[src/inc/health_event_smi_sci_enable_defines.vh]
// register offsets, field positions and reset values of the health event routing block
`ifndef HEALTH_EVENT_SMI_SCI_ENABLE_DEFINES_VH
`define HEALTH_EVENT_SMI_SCI_ENABLE_DEFINES_VH

// ----------------------------------------------------------------------------
// register offsets
// ----------------------------------------------------------------------------
`define CRITICAL_TEMP_STATUS_OFFSET 8'h0b
`define LIMIT_EVENT_ROUTE_ENABLE_OFFSET 8'h0c
`define FAULT_EVENT_ROUTE_ENABLE_OFFSET 8'h0d

// ----------------------------------------------------------------------------
// reset values
// ----------------------------------------------------------------------------
`define CRITICAL_TEMP_STATUS_RESET 8'h00
`define LIMIT_EVENT_ROUTE_ENABLE_RESET 8'h00
`define FAULT_EVENT_ROUTE_ENABLE_RESET 8'h00
`define UNMAPPED_READ_VALUE 8'h00

// ----------------------------------------------------------------------------
// writable bit masks (reserved bits read as zero, writes to them dropped)
// ----------------------------------------------------------------------------
`define LIMIT_EVENT_ROUTE_ENABLE_MASK 8'h7f
`define FAULT_EVENT_ROUTE_ENABLE_MASK 8'hff

// ----------------------------------------------------------------------------
// critical status fields
// ----------------------------------------------------------------------------
`define ZONE_ONE_CRITICAL_BIT 0
`define ZONE_TWO_CRITICAL_BIT 1
`define ZONE_THREE_CRITICAL_BIT 2

// ----------------------------------------------------------------------------
// limit event route enable fields
// ----------------------------------------------------------------------------
`define TWO_FIVE_VOLT_BIT 0
`define CORE_RAIL_BIT 1
`define THREE_THREE_VOLT_BIT 2
`define FIVE_VOLT_BIT 3
`define ZONE_ONE_LIMIT_BIT 4
`define ZONE_TWO_LIMIT_BIT 5
`define ZONE_THREE_LIMIT_BIT 6

// ----------------------------------------------------------------------------
// fault event route enable fields
// ----------------------------------------------------------------------------
`define TWELVE_VOLT_BIT 0
`define FIRST_LINK_BIT 1
`define FAN_ONE_BIT 2
`define FAN_TWO_BIT 3
`define FAN_THREE_BIT 4
`define FAN_FOUR_BIT 5
`define DIODE_FAULT_BIT 6
`define SECOND_LINK_BIT 7

`endif

[src/hw/health_event_smi_sci_enable.v]
// health event smi/sci routing: critical status, routing enables and interrupt outputs
`include "health_event_smi_sci_enable_defines.vh"
`default_nettype none

module health_event_smi_sci_enable (
  input wire I_CLK,
  input wire I_NRST,
  // register port
  input wire [7:0] I_REG_ADDR,
  input wire I_REG_WR,
  input wire I_REG_RD,
  input wire [7:0] I_REG_WDATA,
  output reg [7:0] O_REG_RDATA,
  // live critical temperature levels, one per zone
  input wire [2:0] I_ZONE_CRITICAL,
  // event flags from the measurement side
  input wire [7:0] I_LIMIT_EVENT_FLAGS,
  input wire [7:0] I_FAULT_EVENT_FLAGS,
  // routing selects
  input wire I_CRITICAL_ROUTE_SELECT,
  input wire I_LIMIT_ROUTE_SELECT,
  // interrupt outputs toward the chipset, then the routed flag views
  output reg O_SMI,
  output reg O_SCI,
  output reg [7:0] O_LIMIT_ROUTED,
  output reg [7:0] O_FAULT_ROUTED
);

  // --------------------------------------------------------------------------
  // address decode
  // --------------------------------------------------------------------------
  function hit;
    input [7:0] addr;
    input [7:0] offset;
    begin
      hit = (addr == offset);
    end
  endfunction

  wire sel_status;
  wire sel_limit_en;
  wire sel_fault_en;
  wire wr_limit_en;
  wire wr_fault_en;

  assign sel_status = hit(I_REG_ADDR, `CRITICAL_TEMP_STATUS_OFFSET);
  assign sel_limit_en = hit(I_REG_ADDR, `LIMIT_EVENT_ROUTE_ENABLE_OFFSET);
  assign sel_fault_en = hit(I_REG_ADDR, `FAULT_EVENT_ROUTE_ENABLE_OFFSET);
  // the status register has no write path: writes to it fall away
  assign wr_limit_en = I_REG_WR & sel_limit_en;
  assign wr_fault_en = I_REG_WR & sel_fault_en;

  // --------------------------------------------------------------------------
  // critical temperature status
  // --------------------------------------------------------------------------
  reg [7:0] critical_temp_status;
  wire [7:0] next_critical_temp_status;
  wire zone_one_critical_flag;
  wire zone_two_critical_flag;
  wire zone_three_critical_flag;

  assign zone_one_critical_flag = I_ZONE_CRITICAL[0];
  assign zone_two_critical_flag = I_ZONE_CRITICAL[1];
  assign zone_three_critical_flag = I_ZONE_CRITICAL[2];

  // live level, not sticky: a zone back at or below its limit reads 0
  assign next_critical_temp_status = {5'h00,
                                      zone_three_critical_flag,
                                      zone_two_critical_flag,
                                      zone_one_critical_flag};

  always @(posedge I_CLK or negedge I_NRST) begin
    if (!I_NRST) begin
      critical_temp_status <= `CRITICAL_TEMP_STATUS_RESET;
    end else begin
      critical_temp_status <= next_critical_temp_status;
    end
  end

  // --------------------------------------------------------------------------
  // routing enable registers
  // --------------------------------------------------------------------------
  wire [7:0] limit_event_route_enable;
  wire [7:0] fault_event_route_enable;

  // bit 7 of the first register is held at zero by the mask
  enable_reg8 #(
    .RESET_VALUE(`LIMIT_EVENT_ROUTE_ENABLE_RESET),
    .WRITE_MASK(`LIMIT_EVENT_ROUTE_ENABLE_MASK)
  ) u_limit_enable (
    .i_clk(I_CLK),
    .i_nrst(I_NRST),
    .i_wr(wr_limit_en),
    .i_wdata(I_REG_WDATA),
    .o_value(limit_event_route_enable)
  );

  enable_reg8 #(
    .RESET_VALUE(`FAULT_EVENT_ROUTE_ENABLE_RESET),
    .WRITE_MASK(`FAULT_EVENT_ROUTE_ENABLE_MASK)
  ) u_fault_enable (
    .i_clk(I_CLK),
    .i_nrst(I_NRST),
    .i_wr(wr_fault_en),
    .i_wdata(I_REG_WDATA),
    .o_value(fault_event_route_enable)
  );

  // --------------------------------------------------------------------------
  // named enable fields
  // --------------------------------------------------------------------------
  wire zone_three_route_enable;
  wire zone_two_route_enable;
  wire zone_one_route_enable;
  wire five_volt_route_enable;
  wire three_three_volt_route_enable;
  wire core_rail_route_enable;
  wire two_five_volt_route_enable;
  wire second_link_route_enable;
  wire diode_route_enable;
  wire fan_four_route_enable;
  wire fan_three_route_enable;
  wire fan_two_route_enable;
  wire fan_one_route_enable;
  wire first_link_route_enable;
  wire twelve_volt_route_enable;

  assign zone_three_route_enable = limit_event_route_enable[`ZONE_THREE_LIMIT_BIT];
  assign zone_two_route_enable = limit_event_route_enable[`ZONE_TWO_LIMIT_BIT];
  assign zone_one_route_enable = limit_event_route_enable[`ZONE_ONE_LIMIT_BIT];
  assign five_volt_route_enable = limit_event_route_enable[`FIVE_VOLT_BIT];
  assign three_three_volt_route_enable = limit_event_route_enable[`THREE_THREE_VOLT_BIT];
  assign core_rail_route_enable = limit_event_route_enable[`CORE_RAIL_BIT];
  assign two_five_volt_route_enable = limit_event_route_enable[`TWO_FIVE_VOLT_BIT];
  assign second_link_route_enable = fault_event_route_enable[`SECOND_LINK_BIT];
  assign diode_route_enable = fault_event_route_enable[`DIODE_FAULT_BIT];
  assign fan_four_route_enable = fault_event_route_enable[`FAN_FOUR_BIT];
  assign fan_three_route_enable = fault_event_route_enable[`FAN_THREE_BIT];
  assign fan_two_route_enable = fault_event_route_enable[`FAN_TWO_BIT];
  assign fan_one_route_enable = fault_event_route_enable[`FAN_ONE_BIT];
  assign first_link_route_enable = fault_event_route_enable[`FIRST_LINK_BIT];
  assign twelve_volt_route_enable = fault_event_route_enable[`TWELVE_VOLT_BIT];

  // --------------------------------------------------------------------------
  // named event flags
  // --------------------------------------------------------------------------
  wire zone_three_limit_event;
  wire zone_two_limit_event;
  wire zone_one_limit_event;
  wire five_volt_limit_event;
  wire three_three_volt_limit_event;
  wire core_rail_limit_event;
  wire two_five_volt_limit_event;
  wire second_link_fault_event;
  wire diode_fault_event;
  wire fan_four_stall_event;
  wire fan_three_stall_event;
  wire fan_two_stall_event;
  wire fan_one_stall_event;
  wire first_link_fault_event;
  wire twelve_volt_limit_event;

  assign zone_three_limit_event = I_LIMIT_EVENT_FLAGS[`ZONE_THREE_LIMIT_BIT];
  assign zone_two_limit_event = I_LIMIT_EVENT_FLAGS[`ZONE_TWO_LIMIT_BIT];
  assign zone_one_limit_event = I_LIMIT_EVENT_FLAGS[`ZONE_ONE_LIMIT_BIT];
  assign five_volt_limit_event = I_LIMIT_EVENT_FLAGS[`FIVE_VOLT_BIT];
  assign three_three_volt_limit_event = I_LIMIT_EVENT_FLAGS[`THREE_THREE_VOLT_BIT];
  assign core_rail_limit_event = I_LIMIT_EVENT_FLAGS[`CORE_RAIL_BIT];
  assign two_five_volt_limit_event = I_LIMIT_EVENT_FLAGS[`TWO_FIVE_VOLT_BIT];
  assign second_link_fault_event = I_FAULT_EVENT_FLAGS[`SECOND_LINK_BIT];
  assign diode_fault_event = I_FAULT_EVENT_FLAGS[`DIODE_FAULT_BIT];
  assign fan_four_stall_event = I_FAULT_EVENT_FLAGS[`FAN_FOUR_BIT];
  assign fan_three_stall_event = I_FAULT_EVENT_FLAGS[`FAN_THREE_BIT];
  assign fan_two_stall_event = I_FAULT_EVENT_FLAGS[`FAN_TWO_BIT];
  assign fan_one_stall_event = I_FAULT_EVENT_FLAGS[`FAN_ONE_BIT];
  assign first_link_fault_event = I_FAULT_EVENT_FLAGS[`FIRST_LINK_BIT];
  assign twelve_volt_limit_event = I_FAULT_EVENT_FLAGS[`TWELVE_VOLT_BIT];

  // --------------------------------------------------------------------------
  // grouping into the two routing classes
  // --------------------------------------------------------------------------
  // the twelve volt event lives in the fault register but is a limit event,
  // so it rides with the limit select; bit 7 of the limit class is that event
  wire [7:0] limit_class_flags;
  wire [7:0] limit_class_enables;
  wire [6:0] crit_class_flags;
  wire [6:0] crit_class_enables;

  assign limit_class_flags = {twelve_volt_limit_event,
                              zone_three_limit_event,
                              zone_two_limit_event,
                              zone_one_limit_event,
                              five_volt_limit_event,
                              three_three_volt_limit_event,
                              core_rail_limit_event,
                              two_five_volt_limit_event};

  assign limit_class_enables = {twelve_volt_route_enable,
                                zone_three_route_enable,
                                zone_two_route_enable,
                                zone_one_route_enable,
                                five_volt_route_enable,
                                three_three_volt_route_enable,
                                core_rail_route_enable,
                                two_five_volt_route_enable};

  assign crit_class_flags = {second_link_fault_event,
                             diode_fault_event,
                             fan_four_stall_event,
                             fan_three_stall_event,
                             fan_two_stall_event,
                             fan_one_stall_event,
                             first_link_fault_event};

  assign crit_class_enables = {second_link_route_enable,
                               diode_route_enable,
                               fan_four_route_enable,
                               fan_three_route_enable,
                               fan_two_route_enable,
                               fan_one_route_enable,
                               first_link_route_enable};

  // --------------------------------------------------------------------------
  // routing to smi or sci
  // --------------------------------------------------------------------------
  wire [7:0] limit_routed;
  wire [6:0] crit_routed;
  wire limit_smi_req;
  wire limit_sci_req;
  wire crit_smi_req;
  wire crit_sci_req;

  route_merge #(
    .WIDTH(8)
  ) u_limit_route (
    .i_flags(limit_class_flags),
    .i_enables(limit_class_enables),
    .i_select_sci(I_LIMIT_ROUTE_SELECT),
    .o_routed(limit_routed),
    .o_smi_req(limit_smi_req),
    .o_sci_req(limit_sci_req)
  );

  route_merge #(
    .WIDTH(7)
  ) u_crit_route (
    .i_flags(crit_class_flags),
    .i_enables(crit_class_enables),
    .i_select_sci(I_CRITICAL_ROUTE_SELECT),
    .o_routed(crit_routed),
    .o_smi_req(crit_smi_req),
    .o_sci_req(crit_sci_req)
  );

  // --------------------------------------------------------------------------
  // interrupt outputs and routed flag views
  // --------------------------------------------------------------------------
  wire next_smi;
  wire next_sci;
  wire [7:0] next_limit_routed;
  wire [7:0] next_fault_routed;

  // outputs are levels: they follow the flags, and the flag source clears them
  assign next_smi = limit_smi_req | crit_smi_req;
  assign next_sci = limit_sci_req | crit_sci_req;
  // routed views in register bit order for debug and wake logging
  assign next_limit_routed = {1'b0, limit_routed[6:0]};
  assign next_fault_routed = {crit_routed, limit_routed[7]};

  always @(posedge I_CLK or negedge I_NRST) begin
    if (!I_NRST) begin
      O_SMI <= 1'b0;
      O_SCI <= 1'b0;
      O_LIMIT_ROUTED <= 8'h00;
      O_FAULT_ROUTED <= 8'h00;
    end else begin
      O_SMI <= next_smi;
      O_SCI <= next_sci;
      O_LIMIT_ROUTED <= next_limit_routed;
      O_FAULT_ROUTED <= next_fault_routed;
    end
  end

  // --------------------------------------------------------------------------
  // register read
  // --------------------------------------------------------------------------
  reg [7:0] next_reg_rdata;

  // unmapped offsets read zero, keeping the map tolerant of probing software
  always @* begin
    next_reg_rdata = `UNMAPPED_READ_VALUE;
    case (1'b1)
      sel_status: begin
        next_reg_rdata = critical_temp_status;
      end
      sel_limit_en: begin
        next_reg_rdata = limit_event_route_enable;
      end
      sel_fault_en: begin
        next_reg_rdata = fault_event_route_enable;
      end
      default: begin
        next_reg_rdata = `UNMAPPED_READ_VALUE;
      end
    endcase
  end

  // read data holds between reads so a slow host may sample it late
  always @(posedge I_CLK or negedge I_NRST) begin
    if (!I_NRST) begin
      O_REG_RDATA <= 8'h00;
    end else if (I_REG_RD) begin
      O_REG_RDATA <= next_reg_rdata;
    end
  end

endmodule // health_event_smi_sci_enable

`default_nettype wire

[src/hw/enable_reg8.v]
// read/write enable register with a writable-bit mask
`default_nettype none

module enable_reg8 #(
  parameter [7:0] RESET_VALUE = 8'h00,
  parameter [7:0] WRITE_MASK = 8'hff
) (
  input wire i_clk,
  input wire i_nrst,
  input wire i_wr,
  input wire [7:0] i_wdata,
  output reg [7:0] o_value
);

  // masked bits never leave their reset value, so reserved bits read zero
  always @(posedge i_clk or negedge i_nrst) begin
    if (!i_nrst) begin
      o_value <= RESET_VALUE;
    end else if (i_wr) begin
      o_value <= (i_wdata & WRITE_MASK) | (RESET_VALUE & ~WRITE_MASK);
    end
  end

endmodule // enable_reg8

`default_nettype wire

[src/hw/route_merge.v]
// gates a group of event flags by enables and steers the result to smi or sci
`default_nettype none

module route_merge #(
  parameter WIDTH = 8
) (
  input wire [WIDTH-1:0] i_flags,
  input wire [WIDTH-1:0] i_enables,
  input wire i_select_sci,
  output wire [WIDTH-1:0] o_routed,
  output wire o_smi_req,
  output wire o_sci_req
);

  wire any_routed;

  assign o_routed = i_flags & i_enables;
  assign any_routed = |o_routed;
  // select low sends the group to smi, high sends it to the sci wake path
  assign o_smi_req = any_routed & ~i_select_sci;
  assign o_sci_req = any_routed & i_select_sci;

endmodule // route_merge

`default_nettype wire

[config.mk]
export PLATFORM = sky130hd
export DESIGN_NAME = health_event_smi_sci_enable
export DESIGN_NICKNAME = d
export VERILOG_FILES = /design/src/hw/health_event_smi_sci_enable.v /design/src/hw/enable_reg8.v /design/src/hw/route_merge.v
export VERILOG_INCLUDE_DIRS = /design/src /design/src/inc
export SDC_FILE = /design/constraint.sdc
export NUM_CORES = 1
export LEC_CHECK = 0
export ABC_AREA = 0
export BUFFER_PORTS_ARGS = -buffer_cell sky130_fd_sc_hd__buf_2
export CAP_MARGIN = 20
export CORE_ASPECT_RATIO = 0.5
export CORE_MARGIN = 4
export CORE_UTILIZATION = 47
export CTS_CLUSTER_DIAMETER = 60
export DETAILED_ROUTE_END_ITERATION = 6
export MAX_ROUTING_LAYER = met4
export PLACE_DENSITY_LB_ADDON = 0.1
export SLEW_MARGIN = 20
export SYNTH_ARGS = -nofsm -noshare
export SYNTH_HDL_FRONTEND = slang
export SYNTH_SLANG_ARGS = --single-unit
[constraint.sdc]
create_clock -name I_CLK -period 1.8 [get_ports I_CLK]
set_input_delay 0.18 -clock I_CLK [delete_from_list [all_inputs] [get_ports I_CLK]]
set_output_delay 0.18 -clock I_CLK [all_outputs]
set_load 0.01 [all_outputs]
==> results of run 1 <==
==> logic make-up (layout without fill, tap and decap cells) <==
| group | count (synthesis) | after routing | share of synthesized area |
|---|---|---|---|
| mux | 22 | 22 | 0.141 |
| flops | 43 | 43 | 0.633 |
| other cells | 1 | 1 | 0.00221 |
| compound gates | 14 | 14 | 0.0478 |
| buf+inv | 20 | 94 | 0.0471 |
| simple gates | 36 | 36 | 0.130 |
==> layout make-up <==
cell class / count / area [µm²]
multi-input combinational: 73 / 544
tap: 51 / 63.8
fill: 307 / 1250
inverter: 17 / 63.8
timing repair buffer: 69 / 368
clock inverter: 2 / 12.5
clock buffer: 6 / 72.6
sequential: 43 / 1080
==> cells in the final DEF, fill, tap and decap left out, types with 2 or more instances in the layout <==
cell type,synthesis,final
buf_2,1,64
dfrtp_1,43,43
inv_1,17,17
mux2_2,15,15
nand2_1,12,12
o22ai_1,9,9
and2_1,7,7
mux2i_1,7,7
nor2_1,6,6
clkbuf_8,0,5
dlygate4sd3_1,0,4
a21oi_1,3,3
nor4_1,2,2
==> per-stage QoR <==
| step | instance area [µm²] | setup slack, ps |
|---|---|---|
| after floorplan | 1700 | 471 |
| after global placement | 2080 | 363 |
| after detailed placement | 2080 | 339 |
| after CTS | 2200 | 335 |
| after global routing | 2200 | 303 |
| final | 2200 | 329 |
==> metal layers <==
| layer | global-route usage | vias up |
|---|---|---|
| met5 | - | - |
| met4 | 0.0730 | 0 |
| met3 | 0.0524 | 6 |
| met2 | 0.256 | 42 |
| met1 | 0.220 | 556 |
| li1 | - | 593 |
==> state kept, by name, summed over array words and instances, names as in the netlist <==
name	cells
O_FAULT_ROUTED	8
O_LIMIT_ROUTED	7
O_REG_RDATA	8
O_SCI	1
O_SMI	1
critical_temp_status	3
u_fault_enable.o_value	8
u_limit_enable.o_value	7
==> where the power goes <==
part	switching (µW)	internal, µW
combinational	87.3	83.3
sequential	16.7	1000
clock	323	271
total	427	1360
==> repair_timing <==
action,CTS,global route
hold buffers,4,0
endpoints found under the setup margin,0,0
hold endpoints to repair,46,0
==> final timing paths <==
kind	start	end	slack, ps	depth (start not counted)
setup / recovery	u_limit_enable.o_value[1]	O_SCI	330	4
hold / removal	I_LIMIT_ROUTE_SELECT	O_SMI	70	2
setup reg to reg	u_limit_enable.o_value[1]	O_SCI	330	4
hold reg to reg	u_limit_enable.o_value[6]	O_LIMIT_ROUTED[6]	520	2
max in group asynchronous	I_NRST	O_REG_RDATA[2]	960	3
min in group asynchronous	I_NRST	O_SMI	480	3
==> critical path: stages (launching register included) <==
cell and delay [ps]:
dfrtp_1 390, and2_1 150, or4bb_1 570, o21ai_0 170, o21ai_1 80
==> key figures, run 1 <==
Detailed routing
  • WL final: between 3000 and 4000 µm
  • Met2 wire len: ~1600 µm
  • M1 wire length: approximately 1700 µm
  • Routed via count: 1,197
  • Highest metal layer with signal wires: met4
  • Detailed Routing Iterations Pass 1: 4
  • DR DRC count: 0
  • Antenna viol nets, final: 0
  • WL met3: 206 µm
  • Routed vias/inst: 4.59
  • 1st-iter DRT viols: 49
  • Drt wl/cell: 13.6 µm

Logic synthesis
  • Fraction of registers with async set/reset: 1.00
  • Dominant synthesized flop cell: dfrtp_1
  • Number of flops mapped to enable cells by yosys: 0
  • Gate Count Post-Synth: approximately 140
  • FF+latch count, synth: 43
  • Synth cell count leaders: dfrtp_1 (43), inv_1 (17), mux2_2 (15)
  • Ranking of synthesized cells by area: dfrtp_1 (63%), mux2_2 (9.9%), mux2i_1 (4.1%)
  • Post-synth top area share: 0.633
  • Top-count cell post-synth: dfrtp_1
  • Mapped cell area: 1700 µm²
  • Netlist cell types: 25
  • Register area share after synthesis: 0.633
  • Syn avg cell area: about 13 µm²
  • Area leader, netlist: dfrtp_1
  • Syn. warnings: 0
  • Syn Nets: about 180

Global route
  • Gr ovfl total: 0
  • Global-route wire length before repair: roughly 5700 µm
  • Initial antenna violation count: 0
  • Largest net degree at the start of global routing: 44
  • Vias in the first global route: about 1,200
  • Total GRT Usage: 0.172

STA
  • Tightest hold margin: between 60 and 70 ps
  • Fin Setup TNS: 0 ps
  • Slew Viols, Final: 0
  • Clk_skew: 6.07 ps
  • Setup violators final: 0
  • Crit share post-route: 0.817
  • RSZ-0062 raised after global routing: false
  • Fmax achieved: ~0.7 GHz
  • Final Hold Viols: 0
  • Worst Tran Pin Value: 527 ps
  • Min Tclk post-route: approximately 1500 ps
  • Max_slew headroom: 0.649

Cells and area
  • Final Non-Filler Cells: roughly 260
  • Utilization after layout: 0.637
  • Syn-to-layout area delta: 29.4%
  • Layout Nets: 250
  • # diodes: 0
  • Layout cell share with drive strength beyond 1: 0.429

Clock network
  • Postcts setup bufs: 0
  • CTS sink cnt: 43
  • Num CTS Buffers: 5
  • Clock root cell: clkbuf_8
  • Longest Clk Path Bufs: 2
  • Worst-Skew Late Latency: just under 300 ps
  • TritonCTS clock tree: built
  • Worst-path clk slew: 80 ps
  • Post-CTS sizing: 0
  • H-Tree Depth: 2

Die
  • Area of the die: ~4700 µm²
  • Rows: 15
  • Die Wd: just over 90 µm
  • Core Area: 3450 µm²
  • Top Ports: 67
  • Die Y: between 50 and 60 µm
  • Initial core utilization: 0.492

Worst setup path
  • Critical path type: reg -> reg
  • CP startpoint kind: register
  • Crit Path Max Fanout: 3
  • WP data arrival: ~1700 ps
  • Critical path required time: approximately 2000 ps
  • Crit. End Element: register

Placed design
  • Placed cells: roughly 250
  • HPWL after detailed placement: around 2700 µm
  • IO Port Bufs: 64
  • Gp weighted congestion: around 0.9

Power and ir drop
  • P_leak: 0.00128 µW
  • Worst vdd ir: between 500 and 600 µV
  • Pwr/cell area: between 800 and 900 nW/µm²
  • Overall power: around 1800 µW

Outcome
  • Status: complete, no violations

Job
  • Max_cap viols: 0

Min path
  • Hold Crit Class: in -> reg
No activity file was read; power rests on OpenSTA's default activity.
==> run 2: changes to the inputs <==
--- a/config.mk
+++ b/config.mk
@@ -11,7 +11,7 @@
 export CAP_MARGIN = 20
 export CORE_ASPECT_RATIO = 0.5
 export CORE_MARGIN = 4
-export CORE_UTILIZATION = 47
+export CORE_UTILIZATION = 43
 export CTS_CLUSTER_DIAMETER = 60
 export DETAILED_ROUTE_END_ITERATION = 6
 export MAX_ROUTING_LAYER = met4
==> constraint.sdc (replaced) <==
create_clock -name I_CLK -period 1.3 [get_ports I_CLK]
set_input_delay 0.13 -clock I_CLK [delete_from_list [all_inputs] [get_ports I_CLK]]
set_output_delay 0.13 -clock I_CLK [all_outputs]
set_load 0.01 [all_outputs]
==> run 2 against run 1 <==
The run now ends with negative setup slack left. Non-clock buffer count rose by 7. Clock skew barely moved. Combinational power grew 54%. Count of clock-buffer cells in the layout fell by 1. Critical endpoint unchanged. Largest cell class unchanged.
==> key figures, run 2 (same netlist as run 1, synthesis figures left out) <==
STA
  • Final Hold Viols: 0 (unchanged)
  • RSZ-0062 raised after global routing: true (was false)
  • Tightest hold margin: 31.2 ps (was 69.7 ps)
  • Min Tclk post-route: 1390 ps (was 1470 ps)
  • Clk_skew: 6.38 ps (was 6.07 ps)
  • Fmax achieved: 0.717 GHz (was 0.680 GHz)
  • Slew Viols, Final: 0 (unchanged)
  • Setup slack after layout: -94.3 ps (was 329 ps)
  • Setup violators final: 2 (was 0)
  • Crit share post-route: 1.07 (was 0.817)

Clock network
  • H-Tree Depth: 2 (unchanged)
  • Clock root cell: clkbuf_8 (unchanged)
  • Longest Clk Path Bufs: 2 (unchanged)
  • Num CTS Buffers: 5 (unchanged)
  • Worst-path clk slew: 80 ps (about the same)
  • CTS sink cnt: 43 (unchanged)
  • Worst-Skew Late Latency: 300 ps (was 290 ps)
  • TritonCTS clock tree: built (unchanged)

Detailed routing
  • Routed vias/inst: 4.67 (was 4.59)
  • Drt wl/cell: 13.7 µm (was 13.6 µm)
  • Routed via count: 1,252 (was 1,197)
  • WL final: 3660 µm (was 3560 µm)
  • 1st-iter DRT viols: 31 (was 49)
  • Detailed Routing Iterations Pass 1: 4 (unchanged)
  • Antenna viol nets, final: 0 (unchanged)
  • DR DRC count: 0 (unchanged)

Die
  • Rows: 15 (unchanged)
  • Top Ports: 67 (unchanged)
  • Core Area: 3620 µm² (was 3450 µm²)
  • Die Y: 52.5 µm (was 50.5 µm)
  • Initial core utilization: 0.469 (was 0.492)
  • Die Wd: 96.9 µm (was 93.1 µm)
  • Area of the die: 5090 µm² (was 4700 µm²)

Placed design
  • Placed Instance Area: 2130 µm² (was 2080 µm²)
  • IO Port Bufs: 64 (unchanged)
  • Gp weighted congestion: 0.831 (was 0.904)
  • HPWL after detailed placement: 2770 µm (was 2680 µm)
  • Placed cells: 254 (was 249)

Min path
  • Hold Path End: O_SMI (unchanged)
  • Hold wc startpoint: I_CRITICAL_ROUTE_SELECT (was I_LIMIT_ROUTE_SELECT)
  • Hold Path Depth: 2 (unchanged)
  • Hold Crit Class: in -> reg (unchanged)

Worst setup path
  • R2R Path Start: u_limit_enable.o_value[1] (unchanged)
  • CP startpoint kind: register (unchanged)
  • Reg-to-Reg End: O_SCI (unchanged)
  • Reg2reg setup slack: -90 ps (was 330 ps)
  • Critical path type: reg -> reg (unchanged)
  • FF-to-FF path depth: 4 (unchanged)
  • Crit. End Element: register (unchanged)
  • Critical path required time: 1480 ps (was 1980 ps)
  • WP data arrival: 1570 ps (was 1650 ps)
  • Crit Path Max Fanout: 2 (was 3)

Cells and area
  • Layout Nets: 257 (was 250)
  • Largest regs: O_FAULT_ROUTED: 8 flops, O_REG_RDATA: 8 flops, u_fault_enable.o_value: 8 flops (unchanged)
  • Syn-to-layout area delta: 35.7% (was 29.4%)
  • # diodes: 0 (unchanged)
  • Final Non-Filler Cells: 268 (was 261)
  • Layout cell share with drive strength beyond 1: 0.465 (was 0.429)
  • Commonest cells after routing, fill and taps aside: buf_2 (64), dfrtp_1 (43), inv_1 (17) (unchanged)
  • Utilization after layout: 0.637 (about the same)
  • Most common cell after layout, fill and taps aside: buf_2 (unchanged)
  • Fin area: 2310 µm² (was 2200 µm²)

Job
  • Max_cap viols: 0 (unchanged)

Global route
  • Total GRT Usage: 0.160 (was 0.172)
  • GR Util met1: 0.199 (was 0.220)
  • Met2 usage: 0.248 (was 0.256)
  • Vias in the first global route: 1,291 (was 1,213)
  • Largest net degree at the start of global routing: 28 (was 44)
  • Met3 Resource Use GR: 0.0571 (was 0.0524)
  • Global-route wire length before repair: 5950 µm (was 5710 µm)
  • Initial antenna violation count: 0 (unchanged)
  • GRT Max-Usage Layer: met2 (unchanged)
  • Gr ovfl total: 0 (unchanged)

Power and ir drop
  • Overall power: 2710 µW (was 1780 µW)
  • Worst vdd ir: 543 µV (was 532 µV)
  • Pwr/cell area: 1170 nW/µm² (was 810 nW/µm²)
  • P_leak: 0.00134 µW (was 0.00128 µW)

Outcome
  • Status: finished with violations (was complete, no violations)
  • Failing checks: negative setup slack
## run 2: changes by cell type in the layout (fill, tap and decap cells not counted), sizes merged
| cell | delta |
|---|---|
| bufinv | +1 |
| buf | +6 |
| clkbuf | -1 |
| dlygate4sd3 | +1 |
| clkinv | +1 |
| clkinvlp | -1 |
## run 2: what timing repair did
action	in CTS	in global routing
hold endpoints to repair	20	0
buffers inserted	1	0
gates resized for setup	2	2
hold buffers	5	0
pin swaps	2	2
setup endpoints to repair	2	2
## run 2: layout make-up
class,instances,area (µm²)
Clock buffer,5,68.8
Clock inverter,3,43.8
Fill cell,327,1320
Inverter,17,63.8
Multi-Input combinational cell,73,556
Sequential cell,43,1080
Tap cell,51,63.8
Timing Repair Buffer,76,435
## run 2: per-layer routing
layer  routed length (µm)  vias to the layer above
met4                   29                        0
met2                 1650                       44
li1                     -                      612
met1                 1740                      592
met3                  234                        4
met5                    0                        -
## run 2: worst max path at each step
stage | startpoint | cells past startpoint | slack (ps) | endpoint
final | u_limit_enable.o_value[1] | 4 | -90 | O_SCI
after detailed placement | u_limit_enable.o_value[1] | 4 | -100 | O_SCI
after global routing | u_limit_enable.o_value[1] | 4 | -120 | O_SCI
after global placement | u_limit_enable.o_value[1] | 4 | -80 | O_SCI
after CTS | u_limit_enable.o_value[0] | 4 | -100 | O_SCI
after floorplan | u_limit_enable.o_value[1] | 4 | -7 | O_SCI
## run 2: worst max-delay path: stages, from the launching register on
cell and delay [ps]:
dfrtp_1 380, and2_4 140, or4bb_4 550, o21ai_1 130, o21ai_1 80
## run 2: stage by stage
step	worst slack, ps	setup TNS [ps]
detailed placement	-101	-1100
finish	-94.3	-152
CTS	-98.0	-175
global route	-125	-224
floorplan	-6.74	-6.74
global placement	-83.5	-570
## run 2: power breakdown
part / switching, µW / total [µW] / leakage [µW] / internal, µW
Sequential: 22.3 / 1410 / 0.000589 / 1390
Clock: 467 / 1040 / 0.0000581 / 572
Combinational: 127 / 263 / 0.000691 / 136
